File: config.mk
export PLATFORM = sky130hd
export DESIGN_NAME = motion_event_top
export DESIGN_NICKNAME = d
export VERILOG_FILES = /design/src/logic/motion_event_pkg.sv /design/src/logic/axis_compare.sv /design/src/logic/motion_event_top.sv
export SDC_FILE = /design/constraint.sdc
export NUM_CORES = 1
export LEC_CHECK = 0
export ABC_AREA = 1
export BUFFER_PORTS_ARGS = -buffer_cell sky130_fd_sc_hd__buf_2
export CAP_MARGIN = 10
export CORE_UTILIZATION = 39
export DETAILED_ROUTE_END_ITERATION = 6
export SYNTH_ARGS = -nofsm -noshare
export SYNTH_HDL_FRONTEND = slang
export SYNTH_SLANG_ARGS = --single-unit
File: constraint.sdc
create_clock -name core_clk_i -period 4.9 [get_ports core_clk_i]
set_clock_uncertainty 0.1 [all_clocks]
set_input_delay 0.735 -clock core_clk_i [delete_from_list [all_inputs] [get_ports core_clk_i]]
set_output_delay 0.735 -clock core_clk_i [all_outputs]
set_load 0.02 [all_outputs]
File: src/logic/motion_event_pkg.sv
// shared constants and carrier types for the inertial event block
package motion_event_pkg;

   // register offsets on the host port
   localparam logic [7:0] ADDR_ONE_THRESHOLD = 8'h32;
   localparam logic [7:0] ADDR_ONE_DURATION = 8'h33;
   localparam logic [7:0] ADDR_TWO_CONFIG = 8'h34;
   localparam logic [7:0] ADDR_TWO_SOURCE = 8'h35;
   localparam logic [7:0] ADDR_TWO_THRESHOLD = 8'h36;
   localparam logic [7:0] ADDR_TWO_DURATION = 8'h37;
   localparam logic [7:0] ADDR_TAP_CONFIG = 8'h38;

   // field widths and reset values
   localparam int REG_W = 8;
   localparam int THR_W = 7;
   localparam int DUR_W = 7;
   localparam int FLAG_W = 6;
   localparam int SAMPLE_W = 16;
   localparam logic [THR_W-1:0] THRESHOLD_RESET = 7'h00;
   localparam logic [DUR_W-1:0] DURATION_RESET = 7'h00;
   localparam logic [REG_W-1:0] UNMAPPED_READ = 8'h00;

   // magnitude bits below this position fall under one threshold step
   localparam int MAG_LSB = 8;

   // boot load time of the configuration register
   localparam int CLK_PERIOD_NS = 10;
   localparam int BOOT_TIME_NS = 50;
   localparam int BOOT_CYCLES =
      (BOOT_TIME_NS + CLK_PERIOD_NS - 1) / CLK_PERIOD_NS;
   localparam int BOOT_CNT_W = 4;

   // combine modes: {and_or_select, orientation_detect_enable}
   typedef enum logic [1:0] {
      MODE_OR = 2'b00,
      MODE_MOVE = 2'b01,
      MODE_AND = 2'b10,
      MODE_POS = 2'b11
   } combine_mode_t;

   // one-hot phases of the block
   typedef enum logic [1:0] {
      PH_BOOT = 2'b01,
      PH_RUN = 2'b10
   } phase_t;

   // per-axis flags in source-register order
   typedef struct packed {
      logic z_above;
      logic z_below;
      logic y_above;
      logic y_below;
      logic x_above;
      logic x_below;
   } axis_flags_t;

   typedef struct packed {
      logic and_or_select;
      logic orientation_detect_enable;
      axis_flags_t enables;
   } event_config_t;

   typedef struct packed {
      logic z_double_tap_enable;
      logic z_single_tap_enable;
      logic y_double_tap_enable;
      logic y_single_tap_enable;
      logic x_double_tap_enable;
      logic x_single_tap_enable;
   } tap_config_t;

   // host port request
   typedef struct packed {
      logic rd;
      logic wr;
      logic [7:0] addr;
      logic [7:0] wdata;
   } reg_req_t;

   // one sample per output data rate period
   typedef struct packed {
      logic valid;
      logic [SAMPLE_W-1:0] x;
      logic [SAMPLE_W-1:0] y;
      logic [SAMPLE_W-1:0] z;
   } sample_t;

   // whole state of the top module
   typedef struct packed {
      phase_t phase;
      logic [BOOT_CNT_W-1:0] boot_cnt;
      logic [THR_W-1:0] one_threshold;
      logic [DUR_W-1:0] one_duration;
      event_config_t two_config;
      logic [THR_W-1:0] two_threshold;
      logic [DUR_W-1:0] two_duration;
      tap_config_t tap;
      axis_flags_t two_flags;
      logic two_active;
      logic [DUR_W-1:0] persist_cnt;
      logic qual_prev;
      logic [REG_W-1:0] rdata;
   } block_state_t;

endpackage

File: src/logic/axis_compare.sv
// one axis compared against a threshold, both signed and by magnitude
module axis_compare
   import motion_event_pkg::*;
#(
   parameter int W = SAMPLE_W
) (
   input wire logic [W-1:0] sample_i,
   input wire logic [THR_W-1:0] threshold_i,
   output logic pos_above_o,
   output logic neg_above_o,
   output logic mag_above_o,
   output logic mag_below_o
);

   // the scaled magnitude must hold every threshold step
   if (W - MAG_LSB < THR_W + 1) begin : g_bad_width
      $error("axis_compare: sample too narrow for threshold");
   end

   logic [W-1:0] mag;
   logic [W-MAG_LSB-1:0] scaled;
   logic [W-MAG_LSB-1:0] thr_ext;

   // two's complement magnitude, full-scale counts so the step scales
   assign mag = sample_i[W-1] ? W'(~sample_i + 1'b1) : sample_i;
   assign scaled = mag[W-1:MAG_LSB];
   assign thr_ext = (W - MAG_LSB)'(threshold_i);

   // magnitude against threshold, then split by sign for orientation
   assign mag_above_o = scaled > thr_ext;
   assign mag_below_o = scaled < thr_ext;
   assign pos_above_o = mag_above_o && !sample_i[W-1];
   assign neg_above_o = mag_above_o && sample_i[W-1];

endmodule

File: src/logic/motion_event_top.sv
// inertial event generators with their host-port registers
//
// What this block does
// - generator one threshold: seven bits, reset zero, step follows full scale
// - generator two threshold: seven bits, reset zero, step follows full scale
// - generator one duration: seven-bit sample count, reset zero
// - generator two fires only after condition lasts duration samples
// - mode pair: 00 or, 01 movement, 10 and, 11 position
// - movement mode: event on unknown-to-known zone change, one sample long
// - position mode: event stays while orientation is in a known zone
// - per-axis above enables, reset zero, request on exceeding threshold
// - per-axis below enables, reset zero, request below threshold in or/and modes, on negative excess in movement/position modes
// - configuration loaded at boot; host writes only after boot
// - source register read-only; active bit set once events occur
// - source holds per-axis above and below flags, reset zero
// - source read clears active and pin, lets latched flags refresh
// - tap register holds per-axis double-tap enables, reset zero
// - tap register holds per-axis single-tap enables, reset zero
module motion_event_top
   import motion_event_pkg::*;
#(
   parameter logic [REG_W-1:0] BOOT_CONFIG = 8'h00
) (
   input wire logic core_clk_i,
   input wire logic rstn_i,
   input wire reg_req_t reg_req_i,
   input wire sample_t sample_i,
   input wire logic latch_enable_i,
   input wire logic reboot_i,
   output logic [REG_W-1:0] reg_rdata_o,
   output logic event_two_o,
   output logic boot_busy_o,
   output logic [THR_W-1:0] one_threshold_o,
   output logic [DUR_W-1:0] one_duration_o,
   output tap_config_t tap_enable_o
);

   // the boot counter must reach the boot length
   if (BOOT_CYCLES < 1 || BOOT_CYCLES >= (1 << BOOT_CNT_W)) begin : g_bad
      $error("motion_event_top: boot length does not fit its counter");
   end

   block_state_t s_r;
   block_state_t s_nxt;

   logic [2:0] pos_above;
   logic [2:0] neg_above;
   logic [2:0] mag_above;
   logic [2:0] mag_below;
   logic [SAMPLE_W-1:0] axis_sample [3];

   // axis order 0 = x, 1 = y, 2 = z
   assign axis_sample[0] = sample_i.x;
   assign axis_sample[1] = sample_i.y;
   assign axis_sample[2] = sample_i.z;

   // compare each axis against the generator two threshold
   for (genvar g = 0; g < 3; g++) begin : g_axis
      axis_compare #(
         .W(SAMPLE_W)
      ) u_cmp (
         .sample_i(axis_sample[g]),
         .threshold_i(s_r.two_threshold),
         .pos_above_o(pos_above[g]),
         .neg_above_o(neg_above[g]),
         .mag_above_o(mag_above[g]),
         .mag_below_o(mag_below[g])
      );
   end

   combine_mode_t mode;
   axis_flags_t hits;
   axis_flags_t masked;
   logic known;
   logic base_cond;
   logic qual;
   logic fire;
   logic src_read;

   // per-axis hits: signed direction in orientation modes, else magnitude
   always_comb begin
      if (s_r.two_config.orientation_detect_enable) begin
         hits = '{z_above: pos_above[2], z_below: neg_above[2],
                  y_above: pos_above[1], y_below: neg_above[1],
                  x_above: pos_above[0], x_below: neg_above[0]};
      end else begin
         hits = '{z_above: mag_above[2], z_below: mag_below[2],
                  y_above: mag_above[1], y_below: mag_below[1],
                  x_above: mag_above[0], x_below: mag_below[0]};
      end
   end

   // enabled requests and the combined condition
   always_comb begin
      mode = combine_mode_t'({s_r.two_config.and_or_select,
                              s_r.two_config.orientation_detect_enable});
      masked = hits & s_r.two_config.enables;
      known = $onehot(hits) && (masked != '0);
      unique case (mode)
         MODE_OR: base_cond = masked != '0;
         MODE_AND: base_cond = (s_r.two_config.enables != '0)
                               && (masked == s_r.two_config.enables);
         MODE_MOVE: base_cond = known;
         MODE_POS: base_cond = known;
      endcase
      // persistence over duration sample periods
      qual = base_cond && (s_r.persist_cnt >= s_r.two_duration);
      if (mode == MODE_MOVE) begin
         fire = qual && !s_r.qual_prev;
      end else begin
         fire = qual;
      end
   end

   assign src_read = reg_req_i.rd && (reg_req_i.addr == ADDR_TWO_SOURCE);

   // next state: boot, register access, sample evaluation
   always_comb begin
      s_nxt = s_r;
      // boot loads configuration, then run
      unique case (s_r.phase)
         PH_BOOT: begin
            if (s_r.boot_cnt == BOOT_CNT_W'(BOOT_CYCLES - 1)) begin
               s_nxt.phase = PH_RUN;
               s_nxt.two_config = event_config_t'(BOOT_CONFIG);
            end else begin
               s_nxt.boot_cnt = s_r.boot_cnt + 1'b1;
            end
         end
         PH_RUN: begin
            if (reboot_i) begin
               s_nxt.phase = PH_BOOT;
               s_nxt.boot_cnt = '0;
            end
         end
      endcase

      // host writes; upper bits are not stored
      if (reg_req_i.wr) begin
         unique case (reg_req_i.addr)
            ADDR_ONE_THRESHOLD:
               s_nxt.one_threshold = reg_req_i.wdata[THR_W-1:0];
            ADDR_ONE_DURATION:
               s_nxt.one_duration = reg_req_i.wdata[DUR_W-1:0];
            ADDR_TWO_CONFIG: begin
               if (s_r.phase == PH_RUN) begin
                  s_nxt.two_config = event_config_t'(reg_req_i.wdata);
               end
            end
            ADDR_TWO_THRESHOLD:
               s_nxt.two_threshold = reg_req_i.wdata[THR_W-1:0];
            ADDR_TWO_DURATION:
               s_nxt.two_duration = reg_req_i.wdata[DUR_W-1:0];
            ADDR_TAP_CONFIG:
               s_nxt.tap = tap_config_t'(reg_req_i.wdata[FLAG_W-1:0]);
            default: ;
         endcase
      end

      // host reads; unmapped addresses answer a fixed value, unused top bits read zero
      if (reg_req_i.rd) begin
         unique case (reg_req_i.addr)
            ADDR_ONE_THRESHOLD: s_nxt.rdata = {1'b0, s_r.one_threshold};
            ADDR_ONE_DURATION: s_nxt.rdata = {1'b0, s_r.one_duration};
            ADDR_TWO_CONFIG: s_nxt.rdata = s_r.two_config;
            ADDR_TWO_SOURCE:
               s_nxt.rdata = {1'b0, s_r.two_active, s_r.two_flags};
            ADDR_TWO_THRESHOLD: s_nxt.rdata = {1'b0, s_r.two_threshold};
            ADDR_TWO_DURATION: s_nxt.rdata = {1'b0, s_r.two_duration};
            ADDR_TAP_CONFIG: s_nxt.rdata = {2'b00, s_r.tap};
            default: s_nxt.rdata = UNMAPPED_READ;
         endcase
      end

      // a source read drops the active bit and the pin
      if (src_read) begin
         s_nxt.two_active = 1'b0;
      end

      // one evaluation per sample; a new event wins over the read clear
      if (sample_i.valid && s_r.phase == PH_RUN) begin
         s_nxt.qual_prev = qual;
         if (base_cond) begin
            if (s_r.persist_cnt < s_r.two_duration) begin
               s_nxt.persist_cnt = s_r.persist_cnt + 1'b1;
            end
         end else begin
            s_nxt.persist_cnt = '0;
         end
         if (latch_enable_i) begin
            // latched: flags freeze until the source is read
            if (fire && (!s_r.two_active || src_read)) begin
               s_nxt.two_active = 1'b1;
               s_nxt.two_flags = masked;
            end
         end else begin
            s_nxt.two_active = fire;
            s_nxt.two_flags = fire ? masked : '0;
         end
      end
   end

   // single state register
   always_ff @(posedge core_clk_i) begin
      if (!rstn_i) begin
         s_r <= '0;
         s_r.phase <= PH_BOOT;
         s_r.one_threshold <= THRESHOLD_RESET;
         s_r.two_threshold <= THRESHOLD_RESET;
         s_r.one_duration <= DURATION_RESET;
         s_r.two_duration <= DURATION_RESET;
      end else begin
         s_r <= s_nxt;
      end
   end

   // outputs straight from the state register
   assign reg_rdata_o = s_r.rdata;
   assign event_two_o = s_r.two_active;
   assign boot_busy_o = s_r.phase == PH_BOOT ? 1'b1 : 1'b0;
   assign one_threshold_o = s_r.one_threshold;
   assign one_duration_o = s_r.one_duration;
   assign tap_enable_o = s_r.tap;
endmodule

### Yosys cells after proc, flatten, opt, wreduce, memory -nomap -nowiden

Index checks and enable logic that the tools add are counted.

* eq/ne operators: 20
* multiply operators: 0
* reductions and logical operators: 32
* add/sub/neg operators: 10
* order comparisons: 8
* divide/modulo/power cells: 0
* multiplexer cells: 27
* shift operators: 0
* bitwise operators: 4

Operators by type and width (count)
* == test 8 x 6 -> 1 bit (second input constant): 7
* case mux 8 bit (7 select lines): 1
* adder 16 x 1 -> 16 bit (second input constant): 3
* two-way mux 16 bit: 3
* NOT 16 bit: 3
* two-way mux 7 bit: 6
* two-way mux 8 bit: 4
* two-way mux 28 bit: 1
* greater-than comparator 8 x 7 -> 1 bit: 3
* < comparator 8 x 7 -> 1 bit: 3
* two-way mux 6 bit: 4
* AND reduction 2 bit: 9
* logical AND 1 bit: 13
* case mux 6 bit (2 select lines): 1
* nonzero test 6 bit: 2
* two-way mux 9 bit: 1
* adder 7 x 1 -> 7 bit (second input constant): 1
* >= comparator 7 bit: 1
* < comparator 7 bit: 1
* adder 1 x 1 -> 2 bit: 3
* bitwise AND 6 bit: 1
* == test 2 bit (second input constant): 3
* == test 6 bit: 1
* != test 2 bit (second input constant): 3
* other kinds (15): 23

* memories kept: 0
* latch bits: 0
* register bits after elaboration: 71
* output and inout port bits: 30
* logic and storage cells: 131
* RAM bits: 0
* ROM bits: 0
* input port bits: 71

### Longest topological paths before layout

* depth in word-level cells: 19
* gate-level depth with buffers: 32
* depth with buffers taken out: 32

### Modules after synthesis

A second synthesis with hierarchy kept.

* cell total of the unflattened synthesis: 845
* area total of the unflattened synthesis: 5524.0 µm²

By module, submodules not included
* motion_event_top: sequential area each 1421.4 µm², instances 1, cells an instance 581, area an instance 4030.1 µm²
* axis_compare: sequential area each 0.0 µm², instances 3, cells an instance 88, area an instance 498.0 µm²

### Worst setup path before layout

Ideal clock, no wire load.

* kind: input-to-reg
* start: input sample_i[39] in the netlist's numbering
* end: register s_r[19] in the netlist's numbering
* data arrival time: 4.935 ns
* path buffers: 0
* cell stages on the path: 31
* slack: -0.270 ns
* required time: 4.665 ns
* setup time: 0.135 ns
* path through: nor2_1 nand2_1 nor2_4 inv_1 nor2_1 nor2_1 a21oi_1 o21ai_0 xor2_1 ha_1 nand3_1 inv_1 nand2_1 nand3_2 nand3_1 nand2_2 inv_2 fa_1 fa_1 inv_1 ha_1 fa_1 nor3b_1 o21bai_1 o21bai_4 nand2_4 nand3_4 nand2_1 nand2_2 nand2_1 a21oi_2

* cells in the longest elaborated chain, start to end: 18
* elaborated cells between the ends (all ways): 26
* classes of those cells: 4 x add/sub; 2 x order compare; 3 x eq/ne; 6 x mux; 2 x bitwise; 9 x reduce/logical

RTL lines
* from (decl): RTL line motion_event_top.sv:27 `input wire sample_t sample_i,`
* NOT 16 bit *: RTL line axis_compare.sv:25 `assign mag = sample_i[W-1] ? W'(~sample_i + 1'b1) : sample_i;`
* adder 16 x 1 -> 16 bit *: RTL line axis_compare.sv:25
* two-way mux 16 bit *: RTL line axis_compare.sv:25
* greater-than comparator 8 x 7 -> 1 bit: RTL line axis_compare.sv:30 `assign mag_above_o = scaled > thr_ext;`
* logical AND 1 bit (on tied branches): RTL line axis_compare.sv:33, axis_compare.sv:32
* two-way mux 6 bit *: RTL line motion_event_top.sv:82 `if (s_r.two_config.orientation_detect_enable) begin`
* adder 1 x 1 -> 2 bit (implied by the code): RTL line motion_event_top.sv:98 `known = $onehot(hits) && (masked != '0);`
* adder 2 x 2 -> 3 bit (implied by the code): RTL line motion_event_top.sv:98
* (+2 left out)
* logical AND 1 bit: RTL line motion_event_top.sv:98
* case mux 1 bit (3 select lines) *: RTL line motion_event_top.sv:99 `unique case (mode)`
* logical AND 1 bit *: RTL line motion_event_top.sv:107 `qual = base_cond && (s_r.persist_cnt >= s_r.two_duration);`
* logical AND 1 bit: RTL line motion_event_top.sv:109 `fire = qual && !s_r.qual_prev;`
* two-way mux 1 bit *: RTL line motion_event_top.sv:108 `if (mode == MODE_MOVE) begin`
* logical AND 1 bit: RTL line motion_event_top.sv:192 `if (fire && (!s_r.two_active || src_read)) begin`
* != test 2 x 1 -> 1 bit (no line)
* AND reduction 2 bit (no line)
* to (signal assigned): RTL line motion_event_top.sv:213 `s_r <= s_nxt;`
* to (decl): RTL line motion_event_top.sv:43 `block_state_t s_r;`

Every way passes the cells marked *; elsewhere a longest branch is shown, timed or not.
A chain may end at the register's enable or synchronous reset.

### Final worst setup path

* start: input sample_i[16] in the netlist's numbering
* end: register s_r[17] in the netlist's numbering

Same word-level chain as after synthesis.

==> Flow_metrics.wiki <==
{| class="wikitable"
! Metric !! Value
|-
| Net count after synthesis || 819
|-
| Slew of the pin with the lowest slew margin || 721.7 ps
|-
| Number of antenna violations at the first check in global routing || 0
|-
| Number of search-and-repair iterations in the first detailed-routing pass || 5
|-
| 1st-iter DRT viols || 256
|-
| Number of diodes || 0
|-
| Normalized max-slew margin || 51.71%
|-
| Die height || 115.8 um
|-
| TritonCTS Buffers || 9
|-
| Worst path arrival time || 5120 ps
|-
| Vias in the first global route || 4,853
|-
| Largest net degree at the start of global routing || 37
|-
| Cell Rows || 41
|-
| # H-tree levels || 3
|-
| CP dominant cell by count || sky130_fd_sc_hd__nand2_2
|-
| Mean number of vias per cell || 5.037
|-
| Slowest stage cell, crit path || sky130_fd_sc_hd__fa_1
|-
| Final-report max-slew violation count || 0
|-
| Deepest clock path buffer count || 2
|-
| Average wire length per cell after detail routing || between 10 and 15 um
|-
| Final estimated routing congestion in global placement || approximately 0.84
|-
| Maximum fanout along the worst path || 6
|-
| Sequential area share after synthesis || 28.17%
|-
| Final net count || 934
|-
| Most frequent standard cell in the layout excluding fill and tap cells || sky130_fd_sc_hd__nand2_1
|-
| Share of cells above drive strength 1 || between 20% and 30%
|-
| Setup repair after global routing missed its margin || true
|-
| Worst Hold Class || register to register
|-
| Initial core utilization || ~40%
|-
| Internal cell power || 1.091 mW
|-
| Power share of the sequential group || 39.3%
|-
| Post-synth ARST share || 0%
|-
| Final setup margin || -125.6 ps
|-
| Switching power share of the total || 28.25%
|-
| Total of endpoints with negative setup slack in the final report || 12
|-
| Yosys cell types || 46
|-
| Startpoint type of the worst setup path || input pin
|-
| F_max || roughly 200 MHz
|-
| Total negative slack for setup checks || -977.6 ps
|-
| Clock sink total || 71
|-
| Die X || 115.8 um
|-
| Total congestion overflow after global routing || 0
|-
| Overall power || between 1.5 and 2 mW
|-
| Number of enable-type register cells in the synthesized netlist || 0
|-
| Synth-to-layout area growth || 24.18%
|-
| Mean post-synth cell area || 7.077 sq um
|-
| Residual DRC count || 0
|-
| Yosys warning total || 0
|-
| Syn Std Cell Area || 5046 sq um
|-
| CTS clk-pin slew, worst paths || 60 ps
|-
| Library cell used as clock root buffer || sky130_fd_sc_hd__clkbuf_16
|-
| Violations in the final reports || setup timing
|-
| Max incr delay on CP || between 400 and 500 ps
|-
| Fraction of the core area covered by cells at the end of the flow || 49.65%
|-
| Power share of the combinational group || roughly 22%
|-
| Via count || roughly 5,000
|-
| Global Route Usage Sum || 22.25%
|-
| WP data required || between 4000 and 5000 ps
|-
| Switching power || 0.4295 mW
|-
| Most used cells in the layout excluding fill and tap cells || 109 x sky130_fd_sc_hd__nand2_1, 96 x sky130_fd_sc_hd__buf_2, 92 x sky130_fd_sc_hd__inv_1, 71 x sky130_fd_sc_hd__dfxtp_1, 68 x sky130_fd_sc_hd__a21oi_1
|-
| Post-detailed-route count of antenna-violating nets || 0
|-
| Commonest register cell after synthesis || sky130_fd_sc_hd__dfxtp_1
|-
| Non-filler instance count after layout || 1,004
|-
| PD cells || 242.6 nW/um^2
|-
| Max-cap violation count || 0
|-
| Critical path class || input pin to register
|-
| Port Buffer Count || 100
|-
| Syn Inst Count || about 710
|-
| Post-detail-place hpwl || 11,300 um
|-
| Maximum ir drop on the vdd rail || 266.1 uV
|-
| Period Utilization, post-route || 102.6%
|-
| Static Leakage || 2.829 nW
|-
| Worst hold slack across all endpoints || between 300 and 400 ps
|-
| Worst-skew pair later-pin latency || 330 ps
|-
| Boundary Pins || 101
|-
| Floorplan die area || 13,400 sq um
|-
| TritonCTS clock tree || done
|-
| Number of hold buffers added after CTS || 0
|-
| Final hold violation count || 0
|-
| Detailed Route WL || 14,260 um
|-
| Global-route wire length before repair || 23,050 um
|-
| Clk pwr share || 38.8%
|-
| Synthesized flop and latch total || 71
|-
| Worst setup EP type || register
|-
| Min Tclk post-route || 5026 ps
|-
| CORE AREA || 12,620 sq um
|-
| Outcome || finished, violations left
|-
| Cell count after placement || about 980
|}
-- through the flow --
| step | cell area [sq um] | setup slack, ps |
|---|---|---|
| floorplan | 5109 | -144.8 |
| global placement | 5866 | -377.0 |
| finish | 6266 | -125.6 |
| CTS | 6205 | -105.8 |
| global route | 6266 | -467.3 |
| detailed placement | 5866 | -562.2 |
-- routing by layer --
layer | track usage, % | routed length, um | vias to the layer above
met5 | 0 | 0 | -
met3 | 4.184 | 492 | 23
met4 | 5.641 | 216 | 0
li1 | - | - | 2576
met2 | 37.96 | 6809 | 104
met1 | 28.89 | 6743 | 2354
-- timing repair --
item / CTS / global route
gates cloned: 0 / 0
buffers inserted: 2 / 4
hold endpoints to repair: 0 / 0
resized for setup: 14 / 9
endpoints found under the setup margin: 12 / 15
pin swaps: 6 / 5
-- sequential cells by signal, indices dropped and copies added, names as in the netlist --
signal,cells
reg_rdata_o,8
tap_enable_o,6
mode,2
one_threshold_o,7
one_duration_o,7
event_two_o,1
s_r,40
-- area by class of cell --
cell class / instances / area [sq um]
tap: 172 / 215.2
clock buffer: 11 / 242.7
timing repair buffer: 147 / 878.3
sequential: 71 / 1421
clock inverter: 4 / 22.52
multi-input combinational: 498 / 3105
fill: 1280 / 6354
inverter: 101 / 380.4
-- synth_stat cells, types with 6 or more instances --
| master | n | area share [%] |
|---|---|---|
| sky130_fd_sc_hd__nand4_1 | 9 | 1.1 |
| sky130_fd_sc_hd__clkbuf_1 | 14 | 1.0 |
| sky130_fd_sc_hd__a21oi_1 | 73 | 7.2 |
| sky130_fd_sc_hd__a21oi_2 | 6 | 1.0 |
| sky130_fd_sc_hd__ha_1 | 32 | 7.9 |
| sky130_fd_sc_hd__dfxtp_1 | 71 | 28 |
| sky130_fd_sc_hd__nand2_1 | 119 | 8.9 |
| sky130_fd_sc_hd__inv_1 | 93 | 6.9 |
| sky130_fd_sc_hd__o21ai_0 | 42 | 4.2 |
| sky130_fd_sc_hd__nand3_1 | 39 | 3.9 |
| sky130_fd_sc_hd__nor3_1 | 16 | 1.6 |
| sky130_fd_sc_hd__xor2_1 | 19 | 3.3 |
| sky130_fd_sc_hd__xnor2_1 | 6 | 1.0 |
| sky130_fd_sc_hd__nand2_2 | 15 | 1.9 |
| sky130_fd_sc_hd__o31ai_1 | 8 | 1.2 |
| sky130_fd_sc_hd__nor4_1 | 10 | 1.2 |
| sky130_fd_sc_hd__buf_4 | 28 | 4.2 |
| sky130_fd_sc_hd__nand3_2 | 7 | 1.4 |
| sky130_fd_sc_hd__nor2_1 | 48 | 3.6 |
-- cells by family (layout without fill, tap and decap cells) --
kind of cell | after synthesis | count (layout) | share of synthesized area, %
and+or+nand+nor | 287 | 287 | 28.49
buffers and inverters | 144 | 263 | 12.82
adders and majority gates | 35 | 35 | 9.125
AOI/OAI and AO/OA | 151 | 151 | 17.06
xor gates and xnor gates | 25 | 25 | 4.339
DFF | 71 | 71 | 28.17
-- power by group through the flow --
stage | combinational [mW] | sequential (mW) | clock (mW)
final | 0.332 | 0.598 | 0.590
after CTS | 0.328 | 0.597 | 0.600
after floorplan | 0.193 | 0.608 | 0
after global placement | 0.304 | 0.609 | 0
after detailed placement | 0.318 | 0.610 | 0
after global routing | 0.377 | 0.598 | 0.626
-- worst max-delay path, delay by kind of cell --
kind | cells | cell delay (ps)
XOR/XNOR | 1 | 160
buffers and inverters | 3 | 190
AO/OA/AOI/OAI | 5 | 550
AND/OR/NAND/NOR | 16 | 1610
adder cells (fa/ha/maj) | 5 | 1870
-- worst paths after layout --
path	start	endpoint	slack [ps]	cells after the start
hold reg to reg	s_r[19]	s_r[19]	370	2
setup reg to reg	s_r[41]	s_r[17]	580	22
setup / recovery	sample_i[16]	s_r[17]	-130	30
hold / removal	s_r[19]	s_r[19]	370	2
Note: power is estimated with default switching activity, not from simulation.
